$ cat config.mk
export PLATFORM = sky130hd
export DESIGN_NAME = flash_sector_protection
export DESIGN_NICKNAME = d
export VERILOG_FILES = /design/src/hw/flash_sector_protection.v
export VERILOG_INCLUDE_DIRS = /design/src /design/src/hw
export SDC_FILE = /design/constraint.sdc
export NUM_CORES = 1
export LEC_CHECK = 0
export BUFFER_PORTS_ARGS = -buffer_cell sky130_fd_sc_hd__buf_2
export CAP_MARGIN = 10
export CORE_UTILIZATION = 35
export DETAILED_ROUTE_END_ITERATION = 10
export HOLD_SLACK_MARGIN = 0.05
export PLACE_DENSITY = 0.73
export SLEW_MARGIN = 40
export SYNTH_ARGS = -nofsm -noshare
export SYNTH_HDL_FRONTEND = slang
export SYNTH_SLANG_ARGS = --single-unit
$ cat constraint.sdc
create_clock -name clock -period 1.1 [get_ports clock]
set_clock_uncertainty 0.05 [all_clocks]
set_input_delay 0.22 -clock clock [delete_from_list [all_inputs] [get_ports clock]]
set_output_delay 0.22 -clock clock [all_outputs]
set_load 0.01 [all_outputs]
$ cat src/hw/flash_protect_regs.vh
`ifndef FLASH_PROTECT_REGS_VH
`define FLASH_PROTECT_REGS_VH
`define SECTOR_SIZE_KB      4
`define SECTOR0_BASE        16'hF000
`define SECTOR1_BASE        16'hE000
`define SECTOR_FIXED_MASK   16'hF000
`define SECT_FIXED_LAST     16'hFFFF
`define PROG_CTRL_ADDR      16'h0029
`define PROG_CTRL_RESET     8'h00
`define ERASED_BYTE         8'hFF
`define MODE_TOOL           2'h0
`define MODE_ICP            2'h1
`define MODE_IAP            2'h2
`define MODE_NONE           2'h3
`define OPT_RDP_BIT         0
`define SIZE_4K             16'h1000
`define SIZE_8K             16'h2000
`endif

$ cat src/hw/flash_sector_protection.v
// What this block does
// - Each sector erases and reprograms alone; other sectors keep their data.
// - Erase whole array or one sector; program one byte per request.
// - Sectors 0 and 1 are 4 Kbytes each at the top of address space.
// - Sector 0 spans F000h-FFFFh, holding reset and interrupt vectors.
// - 4K has sector 0, 8K sectors 0-1, larger arrays sectors 0-2.
// - Tool and in-circuit modes may program or erase all sectors and options; under read-out protection only the option byte.
// - In-application mode refuses any write or erase of sector 0.
// - Read-out protection blocks external reads of the array and all array writes.
// - Removing read-out protection erases the whole program memory; the erase starts in the same cycle the bit clears.
// - Read-out protection comes from one bit in the option byte.
// - Programming control/status register at 0029h resets to 00h.
`timescale 1ns/100ps
`default_nettype none
`include "flash_protect_regs.vh"

module flash_sector_protection #(
	parameter [15:0] FLASH_SIZE = 16'h8000
) (
	input  wire        clock,
	input  wire        arst_n,
	input  wire [1:0]  prog_mode,
	input  wire        req_valid,
	input  wire        req_erase,
	input  wire        req_mass,
	input  wire        req_option,
	input  wire [15:0] req_addr,
	input  wire [7:0]  req_data,
	input  wire        ext_read,
	input  wire [15:0] ext_addr,
	input  wire        ctrl_wr,
	input  wire [7:0]  ctrl_wdata,
	output wire        op_start,
	output wire        op_erase,
	output wire [1:0]  op_sector,
	output wire        op_all,
	output wire [15:0] op_addr,
	output wire [7:0]  op_data,
	output wire        op_option,
	output wire        req_refused,
	output wire        read_allowed,
	output wire        readout_protect_option_bit,
	output wire [7:0]  prog_ctrl_status
);

	// Sector count follows the array size
	localparam [1:0]  NUM_SECTORS = (FLASH_SIZE <= `SIZE_4K) ? 2'h1 :
		(FLASH_SIZE <= `SIZE_8K) ? 2'h2 : 2'h3;
	localparam [15:0] FLASH_BASE  = 16'h0000 - FLASH_SIZE;
	localparam        MAX_SECTORS = 3;

	wire [MAX_SECTORS-1:0] sector_hit;
	wire                   in_array;
	wire                   ext_in_array;
	wire                   mode_off;
	wire                   mode_iap;
	wire                   mode_ext;
	wire                   rdp_block;
	wire                   option_block;
	wire                   iap_block;
	wire                   range_block;
	wire                   accept;
	wire                   removal;
	reg  [1:0]             sector;
	reg                    rdp_next;
	reg                    op_erase_next;
	reg                    op_all_next;
	reg                    op_option_next;

	reg                    op_start_reg;
	reg                    op_erase_reg;
	reg  [1:0]             op_sector_reg;
	reg                    op_all_reg;
	reg  [15:0]            op_addr_reg;
	reg  [7:0]             op_data_reg;
	reg                    op_option_reg;
	reg                    req_refused_reg;
	reg                    read_allowed_reg;
	reg                    rdp_reg;
	reg  [7:0]             ctrl_status_reg;

	// One address window per sector, top of the map down
	genvar idx;
	generate
		for (idx = 0; idx < MAX_SECTORS; idx = idx + 1) begin : g_sector
			localparam [15:0] WIN_LOW  = (idx == 0) ? `SECTOR0_BASE :
				(idx == 1) ? `SECTOR1_BASE : FLASH_BASE;
			localparam [15:0] WIN_HIGH = (idx == 0) ? `SECT_FIXED_LAST :
				(idx == 1) ? (`SECTOR0_BASE - 16'h0001) : (`SECTOR1_BASE - 16'h0001);
			// Windows beyond the array size never match
			assign sector_hit[idx] = (idx < NUM_SECTORS) &&
				(req_addr >= WIN_LOW) &&
				(req_addr <= WIN_HIGH);
		end
	endgenerate

	assign in_array     = |sector_hit;
	assign ext_in_array = (ext_addr >= FLASH_BASE);

	always @* begin
		sector = 2'h2;
		if (sector_hit[0]) begin
			sector = 2'h0;
		end else if (sector_hit[1]) begin
			sector = 2'h1;
		end else begin
			sector = 2'h2;
		end
	end

	assign mode_off     = (prog_mode == `MODE_NONE);
	assign mode_iap     = (prog_mode == `MODE_IAP);
	assign mode_ext     = (prog_mode == `MODE_TOOL) || (prog_mode == `MODE_ICP);
	// Only the option byte stays writable under protection, and only from outside
	assign rdp_block    = rdp_reg && !(req_option && mode_ext);
	assign option_block = req_option && !mode_ext;
	assign iap_block    = mode_iap && (req_mass || sector_hit[0]);
	assign range_block  = !req_option && !req_mass && !in_array;
	assign accept       = req_valid && !mode_off && !rdp_block &&
		!option_block && !iap_block && !range_block;

	always @* begin
		rdp_next = rdp_reg;
		if (accept && req_option && !req_erase) begin
			rdp_next = req_data[`OPT_RDP_BIT];
		end
	end

	// Dropping protection turns the option write into a whole-array erase
	assign removal = accept && req_option && rdp_reg && !rdp_next;

	always @* begin
		op_erase_next  = req_erase;
		op_all_next    = req_erase && req_mass;
		op_option_next = req_option;
		if (removal) begin
			op_erase_next  = 1'b1;
			op_all_next    = 1'b1;
			op_option_next = 1'b1;
		end
	end

	// Operation handed to the array one cycle after the request
	always @(posedge clock or negedge arst_n) begin
		if (!arst_n) begin
			op_start_reg    <= 1'b0;
			op_erase_reg    <= 1'b0;
			op_sector_reg   <= 2'h0;
			op_all_reg      <= 1'b0;
			op_addr_reg     <= 16'h0000;
			op_data_reg     <= 8'h00;
			op_option_reg   <= 1'b0;
			req_refused_reg <= 1'b0;
		end else begin
			op_start_reg    <= accept;
			req_refused_reg <= req_valid && !accept;
			op_erase_reg    <= op_erase_next;
			op_all_reg      <= op_all_next;
			op_sector_reg   <= sector;
			op_addr_reg     <= req_addr;
			op_data_reg     <= req_data;
			op_option_reg   <= op_option_next;
		end
	end

	// Read-out protection state
	always @(posedge clock or negedge arst_n) begin
		if (!arst_n) begin
			rdp_reg <= 1'b0;
		end else begin
			rdp_reg <= rdp_next;
		end
	end

	// Reads outside the array stay open under protection
	always @(posedge clock or negedge arst_n) begin
		if (!arst_n) begin
			read_allowed_reg <= 1'b0;
		end else begin
			read_allowed_reg <= ext_read && !(rdp_reg && ext_in_array);
		end
	end

	always @(posedge clock or negedge arst_n) begin
		if (!arst_n) begin
			ctrl_status_reg <= `PROG_CTRL_RESET;
		end else begin
			if (ctrl_wr) begin
				ctrl_status_reg <= ctrl_wdata;
			end
		end
	end

	assign op_start                   = op_start_reg;
	assign op_erase                   = op_erase_reg;
	assign op_sector                  = op_sector_reg;
	assign op_all                     = op_all_reg;
	assign op_addr                    = op_addr_reg;
	assign op_data                    = op_data_reg;
	assign op_option                  = op_option_reg;
	assign req_refused                = req_refused_reg;
	assign read_allowed               = read_allowed_reg;
	assign readout_protect_option_bit = rdp_reg;
	assign prog_ctrl_status           = ctrl_status_reg;

endmodule
`default_nettype wire

==> results.yml <==
worst_setup_path:
  crit_path_start_kind: "register"
  r2r_slack_ns: 0.06
  required_ns: 0.83
  endpoint_kind: "primary output"
  path_depth: 1
  critPathMaxStageDelay_ns: 0.41
  crit_type: "register to primary output"
  reg2reg_depth: 3
  crit_chain: "buf_2"
  cp_top_family: "flip-flops"
  crit_fanout: 2
  worst-path-buf-inv: 1
  slowest_stage: "dfrtp_1"
  critPathArrivalTime_ns: 0.90
timing:
  rsz0062_at_grt: "yes"
  worstMarginPinSlew_ns: 0.372
  setup_viol: 41
  slew_headroom_pct: 74.9
  setup_tns_ns: -1.52
  min_period_ns: 1.17
  whs_ns: 0.0766
  hold_viol: 0
  drv_slew: 0
  fin_crit_sh_pct: 106
  worst_slack_ns: -0.0673
  clock.fmax_ghz: 0.857
clocking:
  clock_sinks: 41
  htreeDepth: 2
  root_buffer: "clkbuf_4"
  numCtsBuffers: 5
  clkLatencyLatePin_ns: 0.35
  cts_tree: "yes"
  clock_path_buffers: 2
  path_clk_slew_ns: 0.12
synthesis:
  synth_seq_cells: 41
  synth_edf_count: 0
  yosysMostFrequentCell: "dfrtp_1"
  synth_area_leaders: "dfrtp_1, mux2_2, o41ai_2"
  seq_area_frac_synth_pct: 82.7
  synth_nets: 126
  yosysTopAreaCell: "dfrtp_1"
  ys_warn_count: 0
  synth_cells: 68
  yosys-top-cells-count: "dfrtp_1, mux2_2, nor2_1"
  synth_top_area_share_pct: 82.7
  synth-main-ff-cell: "dfrtp_1"
  async_flop_share_pct: 100
  avgSynthCellArea_um2: 18.3
  netlist_area_mm2: 0.00124
  synth.lib_cells_used.distinct: 16
worst_hold_path:
  whs_path_depth: 3
  hold_path.class: "input port to register"
placed_design:
  hpwl_mm: 1.86
  post-place-ws_ns: -0.0132
  io_buffers: 83
  gp_congestion: 0.715
global_routing:
  grt-ovfl-total: 0
  grt_pass1_vias: 1090
  antenna_found_initial: 0
  grt_usage_pct: 18.6
  grt_max_degree: 42
  grt_first_pass_wirelength_mm: 4.76
routing:
  dr.pass1.iters: 4
  routed_via_density: 4.33
  antenna_left: 0
  drt_iter0_drc: 23
  num_vias: 1064
  routedWlPerCell_um: 13.8
  drcViolationCount: 0
  routed_wl_mm: 3.39
final_layout:
  multi_input_comb_area_um2: 210
  drive_gt1_share_pct: 54.5
  ff_latch_area_mm2: 0.00103
  antennaDiodeCount: 0
  nets: 257
  post-route-util_pct: 67.9
  areaGrowthSynthToFinish_pct: 84.1
  largest_reg_flops: 16
  n_fill_cell: 249
floorplanning:
  placementRows: 21
  core_area_mm2: 0.00336
  fp.dieW_um: 61.6
  die_area_mm2: 0.00379
  top_level_ports: 99
  start_util_pct: 36.9
  die_h_um: 61.6
outcome:
  status: "complete, but fails checks"
  violations: "negative setup slack"
power_and_ir_drop:
  p_per_area_mw_per_mm2: 1380
  power_leakage_nw: 1.15
  vdd_drop_max_uv: 1050
run:
  cap_violations: 0
## layer usage
metal | track usage (%) | vias to the layer above | wire [um]
met4 | 6.67 | 0 | 45
met1 | 19.1 | 507 | 1230
li1 | - | 496 | -
met2 | 34.1 | 55 | 1860
met3 | 7.35 | 6 | 249
met5 | 0 | - | 0
## cells by family (layout without fill, tap and decap cells)
logic type	count (synthesis)	in the layout	share of synthesized area, %
AO/OA/AOI/OAI	6	6	4.44
buffers and inverters	4	136	1.31
flip-flops	41	41	82.7
multiplexers	9	9	8.17
AND/OR/NAND/NOR	8	8	3.43
## final cells by class
class | count | share of cell area [%]
Tap cell | 46 | 2.52
Timing Repair Buffer | 126 | 39.4
Clock inverter | 3 | 2.03
Multi-Input combinational cell | 23 | 9.20
Inverter | 2 | 0.329
Clock buffer | 5 | 1.64
Sequential cell | 41 | 44.9
## metrics by stage
step	power [mW]	instances	cell area [um2]
after global routing	3.29	246	2280
after detailed placement	2.03	199	1750
after global placement	2.02	199	1750
after floorplan	1.80	68	1240
final	3.14	246	2280
after CTS	3.13	246	2220
## repair_timing
action / 4_1_cts / 5_1_grt
pin swaps: 0 / 1
setup endpoints to repair: 41 / 44
hold buffers: 37 / 0
buffers inserted: 2 / 0
gates resized for setup: 1 / 10
hold endpoints to repair: 79 / 0
## where the power goes
group	internal (mW)	leakage, nW	switching, mW	total [mW]
clock	0.481	0.0414	0.494	0.975
combinational	0.304	0.622	0.221	0.525
sequential	1.61	0.482	0.0387	1.64
## worst paths after layout
path                                       startpoint                          to
min in group asynchronous                      arst_n                op_sector[1]
setup reg to reg           readout_protect_option_bit                 req_refused
hold / removal                              req_erase                    op_erase
max in group asynchronous                      arst_n         prog_ctrl_status[5]
hold reg to reg                   prog_ctrl_status[1]         prog_ctrl_status[1]
setup / recovery           readout_protect_option_bit  readout_protect_option_bit
## layout by cell type, fill, tap and decap left out, drive strengths merged
cell type | synthesis | layout
nor2 | 3 | 3
o31ai | 1 | 1
clkinvlp | 0 | 1
and4 | 1 | 1
o21bai | 1 | 1
dlygate4sd3 | 0 | 37
a21boi | 2 | 2
buf | 1 | 89
inv | 2 | 2
nand2 | 1 | 1
bufinv | 0 | 1
clkinv | 0 | 1
clkbuf | 1 | 5
o41ai | 2 | 2
nand3b | 1 | 1
and3 | 1 | 1
mux2 | 9 | 9
nand3 | 1 | 1
dfrtp | 41 | 41
(Power assumes the default switching activity.)
